File: config.mk
export PLATFORM = sky130hd
export DESIGN_NAME = hpe_top
export DESIGN_NICKNAME = d
export VERILOG_FILES = /design/src/hdl/hpe_pkg.sv /design/src/hdl/hpe_top.sv
export SDC_FILE = /design/constraint.sdc
export NUM_CORES = 1
export LEC_CHECK = 0
export ABC_AREA = 1
export BUFFER_PORTS_ARGS = -buffer_cell sky130_fd_sc_hd__buf_2
export CORE_MARGIN = 10
export CORE_UTILIZATION = 60
export CTS_CLUSTER_DIAMETER = 150
export CTS_CLUSTER_SIZE = 10
export DETAILED_ROUTE_END_ITERATION = 16
export PLACE_DENSITY = 0.85
export SETUP_SLACK_MARGIN = 0.02
export SLEW_MARGIN = 30
export SYNTH_ARGS = -nofsm -noshare
export SYNTH_HDL_FRONTEND = slang
export SYNTH_SLANG_ARGS = --single-unit
File: constraint.sdc
create_clock -name sys_clk -period 5.1 [get_ports sys_clk]
set_input_delay 0.51 -clock sys_clk [delete_from_list [all_inputs] [get_ports sys_clk]]
set_output_delay 0.51 -clock sys_clk [all_outputs]
set_load 0.05 [all_outputs]
File: src/hdl/hpe_pkg.sv
// Package: register map, field layout and carriers for the hose error block
package hpe_pkg;

	// Register offsets (the flag summary register has no printed offset)
	localparam logic [11:0] OFS_FAIL_ADDR = 12'h200;
	localparam logic [11:0] OFS_IMASK     = 12'h280;
	localparam logic [11:0] OFS_DIAG      = 12'h300;
	localparam logic [11:0] OFS_PEND      = 12'h380;
	localparam logic [11:0] OFS_ERR       = 12'h180;

	// Error flag positions
	localparam int ERR_SUM     = 0;
	localparam int ERR_MB_LEN  = 1;
	localparam int ERR_MB_PAR  = 2;
	localparam int ERR_CSR_OVR = 3;
	localparam int ERR_CSR_PAR = 4;
	localparam int ERR_DISC_MA = 5;
	localparam int ERR_RD_RET  = 6;
	localparam int ERR_MAP_PAR = 7;
	localparam int ERR_W       = 8;

	// Interrupt enable and priority fields
	localparam int IM_ERR_EN  = 16;
	localparam int IM_DEV_LO  = 17;
	localparam int IM_ERR_LO  = 21;
	localparam int IM_W       = 25;
	localparam int NUM_LINES  = 16;

	// Diagnostic fields
	localparam int DG_PCI_LO   = 0;
	localparam int DG_UP_BAD   = 2;
	localparam int DG_REV_LO   = 3;
	localparam int DG_INV_DOWN = 7;
	localparam int DG_W        = 8;

	// Pending register error bit
	localparam int PD_ERR = 16;

	// Failing address fields
	localparam int FA_DIR = 0;

	// Revision identifier (value is arbitrary)
	localparam logic [3:0] REV_ID = 4'h5;

	localparam logic [31:0] RST_ZERO = 32'h0000_0000;

	// PCI parity force codes
	localparam logic [1:0] PCI_PAR_OK   = 2'h0;
	localparam logic [1:0] PCI_PAR_ADDR = 2'h1;
	localparam logic [1:0] PCI_PAR_DATA = 2'h2;

	// Register access request
	typedef struct packed {
		logic        rd;
		logic        wr;
		logic [11:0] addr;
		logic [31:0] wdata;
	} hpe_reg_req_s;

	// Error events from the hose and PCI datapaths, one-cycle pulses
	typedef struct packed {
		logic        map_par;
		logic        rd_ret;
		logic        disc_ma;
		logic        csr_par;
		logic        csr_ovr;
		logic        mb_par;
		logic        mb_len;
		logic [29:0] dma_addr;
		logic        dma_write;
	} hpe_err_ev_s;

	// Interrupt send state machine states
	typedef enum logic [1:0] {
		HPE_IDLE = 2'b00,
		HPE_SEND = 2'b01
	} hpe_snd_e;

endpackage

File: src/hdl/hpe_top.sv
// Error capture, interrupt mask, pending sampling and parity diagnostics
//
// Function
// - map RAM parity sets bit seven, captures address
// - bad read-return packet sets bit six
// - disconnected master abort sets bit five
// - CSR packet parity bit four, overrun bit three
// - mailbox parity bit two, bad length bit one
// - summary bit zero; flags reset zero, W1C
// - DMA error latches PCI address bits 31:2
// - failing address bit zero records direction
// - error interrupt only while enable bit set
// - slot lines recognised only where enabled
// - one-hot error priority field selects level
// - one-hot device priority field, same encoding
// - invert down-hose parity check, self clearing
// - force bad parity on up-hose data
// - PCI parity corruption from diagnostic code
// - read-only revision in diagnostic bits 6:3
// - pending shows unsent requests; write resamples in level mode only
// - edge mode earlier variant, level mode later
// - error interrupt only on first flag set
`timescale 1ns/100ps
module hpe_top
(
	// Clock, reset, enable
	input  wire logic                  sys_clk,
	input  wire logic                  rst_n,
	input  wire logic                  clk_en,
	// Variant: high selects level-sensitive device interrupts
	input  wire logic                  level_mode,
	// Register access from the hose command decoder
	input  wire hpe_pkg::hpe_reg_req_s reg_req,
	output logic [31:0]                reg_rdata,
	output logic                       reg_rvalid,
	// Error events from the datapaths
	input  wire hpe_pkg::hpe_err_ev_s  err_ev,
	// Down-hose check of the fourth cycle of mailbox and CSR writes
	input  wire logic                  down_chk_valid,
	input  wire logic                  down_par_bad,
	output logic                       down_par_err,
	// Slot interrupt lines, slot s line A..D at 4*s..4*s+3
	input  wire logic [15:0]           slot_int_req,
	// Interrupt request toward the hose, one transaction at a time
	output logic                       intr_req,
	output logic                       intr_is_err,
	output logic [3:0]                 intr_level,
	output logic [3:0]                 intr_src,
	input  wire logic                  intr_ack,
	input  wire logic                  intr_done,
	// Parity controls to the up-hose and PCI datapaths
	output logic                       up_force_bad,
	output logic                       pci_bad_addr,
	output logic                       pci_bad_data
);

	logic [hpe_pkg::ERR_W-1:0]     err_flags;
	logic [31:0]                   fail_addr;
	logic [hpe_pkg::IM_W-1:0]      imask;
	logic [hpe_pkg::DG_W-1:0]      diag;
	logic [hpe_pkg::NUM_LINES:0]   pend;
	logic [15:0]                   line_s1;
	logic [15:0]                   line_s2;
	logic [15:0]                   line_d;
	logic                          err_any_d;
	hpe_pkg::hpe_snd_e             snd_st;
	logic                          snd_err;
	logic [3:0]                    snd_src;

	// Slot inputs are asynchronous pins
	always_ff @(posedge sys_clk or negedge rst_n)
	begin
		if (!rst_n)
		begin
			line_s1 <= 16'h0000;
			line_s2 <= 16'h0000;
		end
		else if (clk_en)
		begin
			line_s1 <= slot_int_req;
			line_s2 <= line_s1;
		end
	end

	// Address decode
	wire sel_err  = reg_req.addr == hpe_pkg::OFS_ERR;
	wire sel_fa   = reg_req.addr == hpe_pkg::OFS_FAIL_ADDR;
	wire sel_im   = reg_req.addr == hpe_pkg::OFS_IMASK;
	wire sel_dg   = reg_req.addr == hpe_pkg::OFS_DIAG;
	wire sel_pd   = reg_req.addr == hpe_pkg::OFS_PEND;
	wire wr_err   = reg_req.wr && sel_err;
	wire wr_im    = reg_req.wr && sel_im;
	wire wr_dg    = reg_req.wr && sel_dg;
	wire wr_pd    = reg_req.wr && sel_pd;

	// Incoming error events gathered at their flag positions
	wire [hpe_pkg::ERR_W-1:0] ev_vec = {
		err_ev.map_par, err_ev.rd_ret, err_ev.disc_ma, err_ev.csr_par,
		err_ev.csr_ovr, err_ev.mb_par, err_ev.mb_len, 1'b0};
	wire dma_err = err_ev.map_par || err_ev.rd_ret;
	wire [31:0] fa_word = {err_ev.dma_addr, 1'b0, err_ev.dma_write};
	wire inv_par_err = down_chk_valid &&
		(down_par_bad ^ diag[hpe_pkg::DG_INV_DOWN]);

	// sticky flags, set wins over clear
	wire [hpe_pkg::ERR_W-1:0] clr_mask =
		wr_err ? reg_req.wdata[hpe_pkg::ERR_W-1:0] : '0;
	wire [hpe_pkg::ERR_W-1:0] kept = (err_flags & ~clr_mask) | ev_vec;
	wire [hpe_pkg::ERR_W-1:0] next_err_flags =
		{kept[hpe_pkg::ERR_W-1:1], |kept[hpe_pkg::ERR_W-1:1]};
	wire err_any = err_flags[hpe_pkg::ERR_SUM];

	always_ff @(posedge sys_clk or negedge rst_n)
	begin
		if (!rst_n)
			err_flags <= '0;
		else if (clk_en)
			err_flags <= next_err_flags;
	end

	always_ff @(posedge sys_clk or negedge rst_n)
	begin
		if (!rst_n)
			fail_addr <= hpe_pkg::RST_ZERO;
		else if (clk_en && dma_err)
			fail_addr <= fa_word;
	end

	always_ff @(posedge sys_clk or negedge rst_n)
	begin
		if (!rst_n)
			imask <= '0;
		else if (clk_en && wr_im)
			imask <= reg_req.wdata[hpe_pkg::IM_W-1:0];
	end

	// self-clearing inversion after a detected parity error
	wire [hpe_pkg::DG_W-1:0] dg_wval = {reg_req.wdata[hpe_pkg::DG_INV_DOWN],
		hpe_pkg::REV_ID, reg_req.wdata[hpe_pkg::DG_UP_BAD:0]};
	wire [hpe_pkg::DG_W-1:0] next_diag = wr_dg ? dg_wval :
		(inv_par_err ? {1'b0, diag[hpe_pkg::DG_W-2:0]} : diag);

	always_ff @(posedge sys_clk or negedge rst_n)
	begin
		if (!rst_n)
			diag <= {1'b0, hpe_pkg::REV_ID, 3'h0};
		else if (clk_en)
			diag <= next_diag;
	end

	always_ff @(posedge sys_clk or negedge rst_n)
	begin
		if (!rst_n)
			down_par_err <= 1'b0;
		else if (clk_en)
			down_par_err <= inv_par_err;
	end

	// two-bit PCI parity code; the undefined code forces nothing
	wire [1:0] next_pci_code = next_diag[hpe_pkg::DG_PCI_LO +: 2];

	always_ff @(posedge sys_clk or negedge rst_n)
	begin
		if (!rst_n)
		begin
			up_force_bad <= 1'b0;
			pci_bad_addr <= 1'b0;
			pci_bad_data <= 1'b0;
		end
		else if (clk_en)
		begin
			up_force_bad <= next_diag[hpe_pkg::DG_UP_BAD];
			pci_bad_addr <= next_pci_code == hpe_pkg::PCI_PAR_ADDR;
			pci_bad_data <= next_pci_code == hpe_pkg::PCI_PAR_DATA;
		end
	end

	// Previous line and error levels for transition detection
	always_ff @(posedge sys_clk or negedge rst_n)
	begin
		if (!rst_n)
		begin
			line_d    <= 16'h0000;
			err_any_d <= 1'b0;
		end
		else if (clk_en)
		begin
			line_d    <= line_s2;
			err_any_d <= err_any;
		end
	end

	// Line in progress is excluded from resampling
	wire dev_busy = snd_st == hpe_pkg::HPE_SEND && !snd_err;
	wire err_busy = snd_st == hpe_pkg::HPE_SEND && snd_err;
	wire take     = snd_st == hpe_pkg::HPE_IDLE && intr_ack == 1'b0;

	// Lowest pending line wins; errors first
	logic [3:0] pick_src;
	always_comb
	begin
		pick_src = 4'h0;
		for (int i = hpe_pkg::NUM_LINES - 1; i >= 0; i--)
			if (pend[i])
				pick_src = 4'(i);
	end
	wire pick_err = pend[hpe_pkg::PD_ERR];
	wire fire     = take && (pick_err || |pend[hpe_pkg::NUM_LINES-1:0]);

	logic [hpe_pkg::NUM_LINES-1:0] next_pend_dev;
	genvar g;
	generate
		for (g = 0; g < hpe_pkg::NUM_LINES; g++)
		begin : g_line
			wire in_prog = dev_busy && snd_src == 4'(g);
			wire edge_ev = line_s2[g] && !line_d[g];
			wire resamp  = wr_pd && level_mode && line_s2[g] && !in_prog;
			wire sent    = snd_st == hpe_pkg::HPE_IDLE && fire && !pick_err
				&& pick_src == 4'(g);
			assign next_pend_dev[g] = imask[g] &&
				(edge_ev || resamp || (pend[g] && !sent));
		end
	endgenerate

	// error request only on first flag after all cleared
	wire err_first = err_any && !err_any_d;
	// error interrupt gated by its enable
	wire err_req = imask[hpe_pkg::IM_ERR_EN] &&
		(err_first || (pend[hpe_pkg::PD_ERR] && !err_busy));

	wire [hpe_pkg::NUM_LINES:0] next_pend = {
		err_req && !(take && fire && pick_err), next_pend_dev};

	always_ff @(posedge sys_clk or negedge rst_n)
	begin
		if (!rst_n)
			pend <= '0;
		else if (clk_en)
			pend <= next_pend;
	end

	// level field chosen by source type
	wire [3:0] err_lvl = imask[hpe_pkg::IM_ERR_LO +: 4];
	wire [3:0] dev_lvl = imask[hpe_pkg::IM_DEV_LO +: 4];
	wire [3:0] pick_lvl = pick_err ? err_lvl : dev_lvl;

	// Request lifetime: raised on a pick, dropped on acknowledge
	wire go_send       = snd_st == hpe_pkg::HPE_IDLE && fire;
	wire got_ack       = snd_st == hpe_pkg::HPE_SEND && intr_ack;
	wire next_intr_req = go_send || (intr_req && !got_ack);

	hpe_pkg::hpe_snd_e next_snd_st;
	always_comb
	begin
		case (snd_st)
			hpe_pkg::HPE_IDLE:
				if (fire)
					next_snd_st = hpe_pkg::HPE_SEND;
				else
					next_snd_st = hpe_pkg::HPE_IDLE;
			hpe_pkg::HPE_SEND:
				if (intr_done)
					next_snd_st = hpe_pkg::HPE_IDLE;
				else
					next_snd_st = hpe_pkg::HPE_SEND;
			default:
				next_snd_st = hpe_pkg::HPE_IDLE;
		endcase
	end

	always_ff @(posedge sys_clk or negedge rst_n)
	begin
		if (!rst_n)
		begin
			snd_st   <= hpe_pkg::HPE_IDLE;
			intr_req <= 1'b0;
		end
		else if (clk_en)
		begin
			snd_st   <= next_snd_st;
			intr_req <= next_intr_req;
		end
	end

	// Source fields latched when a request is picked
	always_ff @(posedge sys_clk or negedge rst_n)
	begin
		if (!rst_n)
		begin
			snd_err     <= 1'b0;
			snd_src     <= 4'h0;
			intr_is_err <= 1'b0;
			intr_level  <= 4'h0;
			intr_src    <= 4'h0;
		end
		else if (clk_en && go_send)
		begin
			snd_err     <= pick_err;
			snd_src     <= pick_src;
			intr_is_err <= pick_err;
			intr_level  <= pick_lvl;
			intr_src    <= pick_src;
		end
	end

	// Read words, reserved bits read as zero
	wire [31:0] rw_err = {24'h0, err_flags};
	wire [31:0] rw_im  = {7'h0, imask};
	wire [31:0] rw_dg  = {24'h0, diag};
	wire [31:0] rw_pd  = {15'h0, pend};

	// Read data mux
	wire [31:0] rd_mux =
		sel_err ? rw_err :
		sel_fa  ? fail_addr :
		sel_im  ? rw_im :
		sel_dg  ? rw_dg :
		sel_pd  ? rw_pd : hpe_pkg::RST_ZERO;

	always_ff @(posedge sys_clk or negedge rst_n)
	begin
		if (!rst_n)
		begin
			reg_rdata  <= hpe_pkg::RST_ZERO;
			reg_rvalid <= 1'b0;
		end
		else if (clk_en)
		begin
			reg_rdata  <= reg_req.rd ? rd_mux : hpe_pkg::RST_ZERO;
			reg_rvalid <= reg_req.rd;
		end
	end

endmodule

======== Word level (Yosys, flattened, before mapping) ========
Index checks and enable logic that the tools add are counted.
cells by class
  reduce and logical (&&, ||, !) cells .... 233
  bitwise gates (word level) .............. 5
  eq/ne operators ......................... 38
  muxes and demuxes ....................... 29
operator list
  cell                  count
  $logic_and 1x1->1     135
  $mux 32               3
  $mux 4                17
  $eq 4x4->1 const B    16
  $logic_not 1->1       54
  $eq 12x10->1 const B  4
  $logic_or 1x1->1      36
  $mux 17               2
  $eq 4x3->1 const B    8
  $mux 25               1
  $mux 8                3
  $eq 4x2->1 const B    4
  $reduce_or 16->1      1
  $eq 12x9->1 const B   1
  $and 8x8->8           1
  $eq 4x1->1 const B    2
  $logic_not 4->1       2
  $not 8->8             1
  $or 8x8->8            1
  $reduce_or 7->1       1
  $eq 2x1->1 const B    2
  $pmux 2 s2            1
  $reduce_and 2->1      2
  $eq 2x2->1 const B    1
  other kinds (5)       6
storage, ports and cells
  bits of input ports ..................... 108
  word-level logic and storage cells ...... 327
  register bits after elaboration ......... 187

======== Depth between registers and ports, before layout ========
Gate-level depths: netlist (run 1).
  word-level depth ........................ 22
  gate-level depth with buffers ........... 21
  mapped depth without buffers ............ 21

======== Worst setup path before layout (run 1) ========
OpenSTA, ideal clock, no wires.
  path kind ............................... input-to-reg
  from .................................... input reg_req[35] in the netlist's numbering
  to ...................................... register err_flags[0] in the netlist's numbering
  buffers on the path ..................... 0
  arrival ................................. 1.727 ns
  required time ........................... 4.964 ns
  stages on the path ...................... 10
  slack ................................... 3.238 ns
  cells stage by stage .................... nor3_1 > and2_2 > and3_4 > nand2_2 > nor2_4 > inv_2 > o21ai_1 > nand2_1 > nor3_1 > a31oi_1
between the ends
  longest elaborated chain between the ends .. 7
ends and longest elaborated chain
  item                  line            RTL
  from (decl)           hpe_top.sv:33   input wire hpe_pkg::hpe_reg_req_s reg_req,
  $eq 12x9->1           hpe_top.sv:86   wire sel_err = reg_req.addr == hpe_pkg::OFS_ERR;
  $logic_and 1x1->1     hpe_top.sv:91   wire wr_err = reg_req.wr && sel_err;
  $mux 8                hpe_top.sv:107  wr_err ? reg_req.wdata[hpe_pkg::ERR_W-1:0] : '0;
  $not 8->8             hpe_top.sv:108  wire [hpe_pkg::ERR_W-1:0] kept = (err_flags & ~clr_mask) | ev_vec;
  $and 8x8->8           hpe_top.sv:108
  $or 8x8->8            hpe_top.sv:108
  $reduce_or 7->1       hpe_top.sv:110  {kept[hpe_pkg::ERR_W-1:1], |kept[hpe_pkg::ERR_W-1:1]};
  to (signal assigned)  hpe_top.sv:118  err_flags <= next_err_flags;
  to (decl)             hpe_top.sv:57   logic [hpe_pkg::ERR_W-1:0] err_flags;
Every way passes these cells.
A chain may end at the register's enable or synchronous reset.

======== Worst setup path after layout (run 1) ========
  from .................................... input reg_req[35] in the netlist's numbering
  to ...................................... register imask[19] in the netlist's numbering
between the ends
  longest elaborated chain between the ends .. 3
ends and longest elaborated chain
  item                  line            RTL
  $eq 12x10->1          hpe_top.sv:88   wire sel_im = reg_req.addr == hpe_pkg::OFS_IMASK;
  $logic_and 1x1->1     hpe_top.sv:92   wire wr_im = reg_req.wr && sel_im;
  $logic_and 1x1->1     hpe_top.sv:133  else if (clk_en && wr_im)
  to (signal assigned)  hpe_top.sv:134  imask <= reg_req.wdata[hpe_pkg::IM_W-1:0];
  to (decl)             hpe_top.sv:59   logic [hpe_pkg::IM_W-1:0] imask;
Every way passes these cells.

==> out/metrics.cfg, run 1 <==
[cells_and_area]
layout_commonest_cell = nand2_1
post-route-util = 0.716
final_cells = 1297
multiInputGateArea_um2 = 3270
num_antenna_cells = 0
mostFrequentLayoutCells = 305 x nand2_1, 181 x dfrtp_1, 146 x buf_2, 86 x inv_1, 83 x o21ai_0
drive_gt1_frac = 0.217
fillCellCount = 1056
area_growth_pct = 18.1
seq_area_um2 = 4560
final_nets = 1212

[worst_setup_path]
cp-startpoint = reg_req[35]
arrival_ns = 3.15
cp-end-kind = flip-flop
critical_path.max_stage_delay_ns = 0.75
crit_type = in -> reg
cp_slowest_cell = nand3_2
r2r-start = pend[13]
startpoint_type = input port
cp.required_ns = 5.41
crit_chain = buf_2, nor3_1, and2_2, and3_4, nand2_2, clkinv_2, nand3_2, mux2_1
cp_max_fo = 47

[synth]
synth_seq_area_share = 0.545
synth_top_cell_area_share = 0.542
ys_warn_count = 0
syn_area_per_cell_um2 = 8.56
ys.flop_type = dfrtp_1
synth_area_leaders = dfrtp_1 54%, nand2_1 14%, o21ai_0 5.0%
synthCells = 976
ys_ff_latch = 182
syn-num-nets = 1084
synth_cell_types = 42
synth_enable_flop_cells = 0
synth_top_area_cell = dfrtp_1
syn-cell-area_um2 = 8350
async_flop_share = 1.00

[worst_hold_path]
hp-class = in -> async

[routing]
first_pass_iters = 5
vias_per_cell = 5.62
dr_total_vias = 7293
antenna_left = 0
drc = 0
routed_wl_um = 22400
drtIter0Drc = 633
wl_per_cell_um = 17.3

[floorplan]
die_y_um = 138
row_count = 43
die_x_um = 138
pin_count = 155
core_um2 = 13800
die_area_um2 = 19000
initial_core_util = 0.607

[clocking]
cts_inserted_buffers = 17
insertion_delay_ns = 0.43
cts-root-buf = clkbuf_16
path_clk_slew_ns = 0.07
clock_path_buffers = 2
cts_tree = built
cts-resized-gates = 0
htree_levels = 4
cts_setup_buffers = 0
cts_num_sinks = 182
hold_buffers = 0

[global_route]
grt_pass1_wl_um = 36500
grt.total_usage = 0.230
overflow = 0
grt_pass1_vias = 7209
use_met3 = 0.0729
grt_max_degree = 183
antenna_found_initial = 1
grtUsageMet1 = 0.295
grt_busiest_layer = met2
use_met2 = 0.368

[pwr]
p_per_area_nw_per_um2 = 367
switchingPower_mw = 1.06
clkPwrFrac = 0.385
internal_power_mw = 2.56
p_sw_frac = 0.294
total_power_mw = 3.62
irDropWorstVdd_uv = 333
p_seq_frac = 0.460
comb_power_share = 0.155
leakage_nw = 5.10

[timing]
grt_setup_unrepaired = false
slew_violations = 0
setup_viol = 0
fin_crit_sh = 0.557
worst_pin_slew_ns = 0.903
tns_ns = 0
holdWs_ns = 0.0721
max_freq_mhz = 352
slew-limit-headroom = 0.397
finalWorstPathRequiredPeriod_ns = 2.84
fin_worst_skew_ns = 0.00626
hold_violations = 0

[placed_design]
place.port_buffers = 147
dp_hpwl_um = 15700
gp_congestion = 0.929
dp_cells = 1264

[run]
drv_cap = 0

[run_status]
outcome = finished clean

-- state kept, by name, indices dropped and copies added, names as in the netlist, 4 cells and up --
signal / count
diag: 5
pend: 17
line_s1: 16
line_s2: 16
reg_rdata: 32
line_d: 16
intr_level: 4
snd_src: 4
fail_addr: 31
err_flags: 8
imask: 25
-- cell usage after synthesis, types with 7 or more instances --
master    count
o21ai_0      83
nand4_1       9
a21oi_1      33
nor3_1        9
dfrtp_1     181
o21ai_1      36
inv_1        86
mux2_2       27
a32o_1        7
nand3_1      31
nand2_1     305
a32oi_1       7
buf_2        13
nor2_1       53
clkbuf_1     23
a31oi_1      14
-- final timing paths --
path                                  to  slack [ns]  cells after the start
setup reg to reg                pend[14]        2.97                     14
setup / recovery               imask[19]        2.26                      8
hold reg to reg               line_d[15]        0.47                      2
hold / removal                 line_d[9]        0.07                      2
max in group asynchronous  reg_rdata[24]        4.18                      3
min in group sys_clk          line_s1[6]        0.28                      3
-- layout make-up --
type,count,share of cell area
clock inverter,11,0.0164
tap,180,0.0228
clock buffer,21,0.0477
inverter,94,0.0360
timing repair buffer,152,0.0843
sequential,182,0.462
multi-input combinational,657,0.331
-- logic make-up after synthesis --
kind of cell,share of synthesized area
AND/OR/NAND/NOR,0.216
AO/OA/AOI/OAI,0.133
flip-flops,0.545
buffers and inverters,0.0651
multiplexers,0.0404
-- layer usage --
layer / up-vias / part of all wire
li1: 3454 / -
met1: 3513 / 0.42
met2: 292 / 0.48
met3: 32 / 0.087
met4: 2 / 0.016
met5: - / 0.00036
-- power groups by stage --
stage                     clock network [mW]  registers (mW)  logic [mW]
after floorplan                            0            1.76       0.274
after global placement                     0            1.68       0.537
after CTS                               1.40            1.66       0.558
after detailed placement                   0            1.69       0.554
after global routing                    1.46            1.68       0.621
final                                   1.40            1.67       0.560
-- stage by stage --
stage	instance area, um2	worst slack (ns)
4_1_cts	9840	2.30
2_1_floorplan	8350	3.24
3_3_place_gp	9180	1.93
5_1_grt	9870	2.02
3_5_place_dp	9210	1.87
6_report	9870	2.26
-- critical path: cells and delay by family --
family,cells,cell delay [ns]
and+or+nand+nor,5,1.59
buffers and inverters,2,0.44
muxes,1,0.60
Note: power is estimated with default switching activity, not from simulation.
==> inputs of run 2 (changes only) <==
--- a/config.mk
+++ b/config.mk
@@ -8,11 +8,11 @@
 export ABC_AREA = 1
 export BUFFER_PORTS_ARGS = -buffer_cell sky130_fd_sc_hd__buf_2
 export CORE_MARGIN = 10
-export CORE_UTILIZATION = 60
+export CORE_UTILIZATION = 56
 export CTS_CLUSTER_DIAMETER = 150
 export CTS_CLUSTER_SIZE = 10
 export DETAILED_ROUTE_END_ITERATION = 16
-export PLACE_DENSITY = 0.85
+export PLACE_DENSITY = 0.8
 export SETUP_SLACK_MARGIN = 0.02
 export SLEW_MARGIN = 30
 export SYNTH_ARGS = -nofsm -noshare
==> constraint.sdc (replaced) <==
create_clock -name sys_clk -period 2.9 [get_ports sys_clk]
set_input_delay 0.29 -clock sys_clk [delete_from_list [all_inputs] [get_ports sys_clk]]
set_output_delay 0.29 -clock sys_clk [all_outputs]
set_load 0.05 [all_outputs]
==> out/metrics.cfg, run 2 (synthesis results as in run 1) <==
[run_status]
outcome = finished clean

[worst_setup_path]
r2r-start = pend[12]
r2r_end = pend[11]
cp_slowest_cell = dfrtp_1
critical_path.max_stage_delay_ns = 0.46
crit_type = reg -> reg
startpoint_type = flip-flop
ff2ff_path_depth = 14
cp-end-kind = flip-flop
cp.required_ns = 3.20
crit_chain = nor2_1, o21ai_0, nand3_1, nand3_1, nand3_1, nand2_1, nand3_1, nand3_1, inv_1, nand4_1, nand2_1, nand2_1, nand3_1, o21ai_1
cpMostUsedCell = nand3_1
cp_max_fo = 12
arrival_ns = 2.42
r2r_slack_ns = 0.78

[worst_hold_path]
min_from = slot_int_req[6]
hp-class = in -> reg
min_path_cells = 3
hold_path_end = line_s1[6]

[global_route]
grt_max_degree = 62
grt.total_usage = 0.221
antenna_found_initial = 3
grt_pass1_vias = 7185
overflow = 0
grt_pass1_wl_um = 36000

[floorplan]
row_count = 44
die_area_um2 = 20200
die_y_um = 142
die_x_um = 142
initial_core_util = 0.573
pin_count = 155
core_um2 = 14600

[clocking]
cts_inserted_buffers = 17
htree_levels = 4
cts-root-buf = clkbuf_16
cts_num_sinks = 182
cts_tree = built
path_clk_slew_ns = 0.07
insertion_delay_ns = 0.43
cts_setup_buffers = 0
clock_path_buffers = 2

[timing]
tns_ns = 0
hold_violations = 0
grt_setup_unrepaired = false
fin_crit_sh = 0.730
holdWs_ns = 0.0558
slew-limit-headroom = 0.470
slew_violations = 0
max_freq_mhz = 473
setup_viol = 0
finalWorstPathRequiredPeriod_ns = 2.12
worst_pin_slew_ns = 0.794
fin_worst_skew_ns = 0.00604

[placed_design]
gp_congestion = 0.902
place.port_buffers = 147
dp_hpwl_um = 16200

[cells_and_area]
top_register = reg_rdata
largest_register_ffs = 32
fillCellCount = 1166
drive_gt1_frac = 0.220
layout_commonest_cell = nand2_1
area_growth_pct = 18.5
final_nets = 1221
mostFrequentLayoutCells = 305 x nand2_1, 181 x dfrtp_1, 146 x buf_2, 86 x inv_1, 83 x o21ai_0
top_regs = reg_rdata (32), fail_addr (31), imask (25)

[routing]
antenna_left = 0
drtIter0Drc = 580
dr_total_vias = 7209
drc = 0
vias_per_cell = 5.49
wl_per_cell_um = 17.0
routed_wl_um = 22300
first_pass_iters = 5

[pwr]
total_power_mw = 6.22
irDropWorstVdd_uv = 686
p_per_area_nw_per_um2 = 629
leakage_nw = 5.13

[run]
drv_cap = 0

[run 2: worst max-delay path, delay by kind of cell, from the launching register on]
family	cells	cell delay, ns
simple gates	11	1.10
flops	1	0.46
compound gates	2	0.15
buf+inv	1	0.26
[run 2: worst max path at each step]
stage                startpoint           end  cells after the start
global placement    reg_req[35]  err_flags[0]                     11
finish                 pend[12]      pend[11]                     14
global route           pend[12]      pend[15]                     14
floorplan               pend[0]      pend[11]                     12
detailed placement  reg_req[33]  reg_rdata[0]                     11
CTS                    pend[12]      pend[15]                     14
[run 2: power breakdown]
part | leakage [nW] | switching [mW] | internal (mW) | total, mW
registers | 2.24 | 0.179 | 2.76 | 2.93
clock network | 0.287 | 0.986 | 1.32 | 2.31
logic | 2.60 | 0.678 | 0.302 | 0.980
[run 2: final cells by class]
class,instances,area (um2),area share
flip-flops and latches,182,4560,0.460
diodes,4,10.0,0.00101
clock inverters,10,120,0.0121
inverters,94,355,0.0359
clock buffers,22,464,0.0469
well taps,184,230,0.0233
multi-input cells,657,3270,0.330
repair buffers,161,895,0.0904
[run 2: through the flow]
stage	area, um2	setup slack, ns	utilization	instances
after detailed placement	9290	0.703	0.637	1277
after global routing	9890	0.486	0.678	1311
after CTS	9890	0.785	0.678	1310
after global placement	9260	0.760	0.635	1276
after floorplan	8350	1.22	-	976
final	9900	0.784	0.678	1314
[run 2: repair_timing]
action	CTS	global route
hold buffers	1	0
hold endpoints to repair	58	0
resized for setup	0	0
[run 2: layer usage]
layer,global-route usage,vias to the layer above,routed length (um)
li1,-,3471,-
met1,0.282,3399,9380
met2,0.344,295,10500
met3,0.0768,44,1900
met4,0.0726,0,487
met5,0,-,0
==> inputs of run 3 (changes only) <==
--- a/config.mk
+++ b/config.mk
@@ -5,14 +5,14 @@
 export SDC_FILE = /design/constraint.sdc
 export NUM_CORES = 1
 export LEC_CHECK = 0
-export ABC_AREA = 1
+export ABC_AREA = 0
 export BUFFER_PORTS_ARGS = -buffer_cell sky130_fd_sc_hd__buf_2
 export CORE_MARGIN = 10
-export CORE_UTILIZATION = 56
+export CORE_UTILIZATION = 50
 export CTS_CLUSTER_DIAMETER = 150
 export CTS_CLUSTER_SIZE = 10
 export DETAILED_ROUTE_END_ITERATION = 16
-export PLACE_DENSITY = 0.8
+export PLACE_DENSITY = 0.76
 export SETUP_SLACK_MARGIN = 0.02
 export SLEW_MARGIN = 30
 export SYNTH_ARGS = -nofsm -noshare
==> constraint.sdc (replaced) <==
create_clock -name sys_clk -period 1.9 [get_ports sys_clk]
set_input_delay 0.19 -clock sys_clk [delete_from_list [all_inputs] [get_ports sys_clk]]
set_output_delay 0.19 -clock sys_clk [all_outputs]
set_load 0.05 [all_outputs]
==> out/metrics.cfg, run 3 <==
[synth]
synth_seq_area_share = 0.545
syn-num-nets = 819
synth_enable_flop_cells = 0
synthCells = 711
ys_top_cells_by_count = 181 x dfrtp_1, 107 x mux2_2, 50 x o21ai_0, 46 x nand2_1, 39 x nor2_1
synth_area_leaders = dfrtp_1 54%, mux2_2 14%, o21ai_0 3.0%
syn_area_per_cell_um2 = 11.8
ys.flop_type = dfrtp_1
synth_cell_types = 71
syn-cell-area_um2 = 8360
yosysMostFrequentCell = dfrtp_1
ys_ff_latch = 182
synth_top_cell_area_share = 0.542
ys_warn_count = 0
synth_top_area_cell = dfrtp_1
async_flop_share = 1.00

[cells_and_area]
final_nets = 1093
largest_register_ffs = 32
top_regs = reg_rdata (32), fail_addr (31), imask (25)
stdcell_area_um2 = 11400
layout_commonest_cell = dfrtp_1
area_growth_pct = 36.6
top_register = reg_rdata
mostFrequentLayoutCells = 176 x dfrtp_1, 145 x buf_2, 107 x mux2_2, 69 x buf_4, 66 x dlygate4sd3_1
drive_gt1_frac = 0.419

[run_status]
outcome = finished, violations left
violations = setup timing

[timing]
setup_viol = 15
layout_setup_ws_ns = -0.109
grt_setup_unrepaired = true
fin_worst_skew_ns = 0.0120
hold_violations = 0
fin_crit_sh = 1.06
max_freq_mhz = 498
finalWorstPathRequiredPeriod_ns = 2.01
slew-limit-headroom = 0.638
worst_pin_slew_ns = 0.538
holdWs_ns = 0.0135
slew_violations = 0

[worst_setup_path]
startpoint_type = flip-flop
critical_path.max_stage_delay_ns = 0.42
cp.required_ns = 2.21
arrival_ns = 2.32
crit_chain = buf_6, or3_1, or3_4, o211a_4, o311ai_4, nand3_1
crit_type = reg -> reg
cp_max_fo = 4
cp-end-kind = flip-flop
cp_slowest_cell = dfrtp_1

[floorplan]
die_x_um = 149
pin_count = 155
die_area_um2 = 22300
core_um2 = 16500
die_y_um = 149
initial_core_util = 0.508
row_count = 47

[placed_design]
gp_congestion = 0.941
place_ws_ns = -0.329
dp_hpwl_um = 17400
place.port_buffers = 147
place_area_um2 = 9860

[global_route]
grt.total_usage = 0.221
grt_max_degree = 52
grt_pass1_vias = 7270
antenna_found_initial = 0
grt_pass1_wl_um = 38900
overflow = 0

[clocking]
htree_levels = 4
cts_num_sinks = 182
cts-root-buf = clkbuf_16
cts_inserted_buffers = 17
path_clk_slew_ns = 0.07
cts_tree = built
clock_path_buffers = 2
insertion_delay_ns = 0.44

[pwr]
irDropWorstVdd_uv = 579
leakage_nw = 5.23
total_power_mw = 8.86
p_per_area_nw_per_um2 = 776

[routing]
drc = 0
dr_total_vias = 7167
drtIter0Drc = 650
routed_wl_um = 25100
wl_per_cell_um = 20.6
antenna_left = 0
first_pass_iters = 5
vias_per_cell = 5.88

[run]
drv_cap = 0

[worst_hold_path]
hp-class = in -> reg

==> run 3: cell count changes in the layout (fill, tap and decap cells not counted), sizes merged, moves of 10 or more <==
cell,change
nor2,-18
nand3,-21
mux2i,+15
mux2,+77
a22o,+10
a21oi,-16
o21ai,-68
inv,-72
buf,+65
dlygate4sd3,+65
a31oi,-12
o2bb2ai,+23
nand2,-265
==> run 3: stage by stage <==
stage               TNS [ns]  utilization  instances
finish                -0.622        0.694       1219
global route           -1.70        0.694       1218
CTS                   -0.450        0.682       1211
detailed placement    -15.43        0.599       1115
global placement      -12.27        0.599       1115
floorplan              -1.90            -        711
==> run 3: path summary, 6_finish.rpt <==
kind	to	slack (ns)	startpoint	depth (start not counted)
max	pend[12]	-0.11	pend[7]	6
min	imask[4]	0.01	reg_req[4]	2
max reg2reg	pend[12]	-0.11	pend[7]	6
min reg2reg	intr_req	0.48	intr_req	2
max in group asynchronous	diag[5]	0.93	rst_n	3
min in group asynchronous	line_s1[0]	0.27	rst_n	2
==> run 3: layout make-up <==
class,instances,area [um2]
sequential,182,4560
clock buffer,17,425
antenna,1,2.50
clock inverter,15,186
fill,1154,5040
tap,220,275
multi-input combinational,476,3830
inverter,17,63.8
timing repair buffer,291,2080
==> run 3: logic make-up (layout without fill, tap and decap cells) <==
| logic type | Yosys count | in the layout | synth area share |
|---|---|---|---|
| AO/OA/AOI/OAI | 168 | 168 | 0.142 |
| XOR/XNOR | 1 | 1 | 0.00105 |
| buffers and inverters | 53 | 340 | 0.0280 |
| flip-flops | 182 | 182 | 0.545 |
| multiplexers | 122 | 122 | 0.162 |
| other | 0 | 1 | 0 |
| AND/OR/NAND/NOR | 185 | 185 | 0.122 |
==> run 3: critical path: cells and delay by family, from the launching register on <==
family,cells,cell delay [ns]
buffers and inverters,1,0.14
AO/OA/AOI/OAI,2,0.53
AND/OR/NAND/NOR,3,0.78
flip-flops,1,0.42
==> run 3: routing by layer <==
layer,global-route usage,share of wire,vias up
met5,0,0,-
met4,0.0824,0.031,0
met3,0.0579,0.072,79
met2,0.357,0.50,339
met1,0.278,0.40,3552
li1,-,-,3197
==> run 3: where the power goes <==
| part | leakage, nW | internal (mW) | switching (mW) |
|---|---|---|---|
| registers | 2.30 | 4.14 | 0.166 |
| clock network | 0.296 | 1.89 | 1.67 |
| logic | 2.63 | 0.505 | 0.486 |
==> run 3: what timing repair did <==
| item | CTS | global route |
|---|---|---|
| setup endpoints to repair | 23 | 25 |
| hold buffers | 64 | 2 |
| gates resized for setup | 30 | 32 |
| endpoints found under the hold margin | 107 | 2 |
| setup buffers | 0 | 5 |
| pin swaps | 7 | 18 |
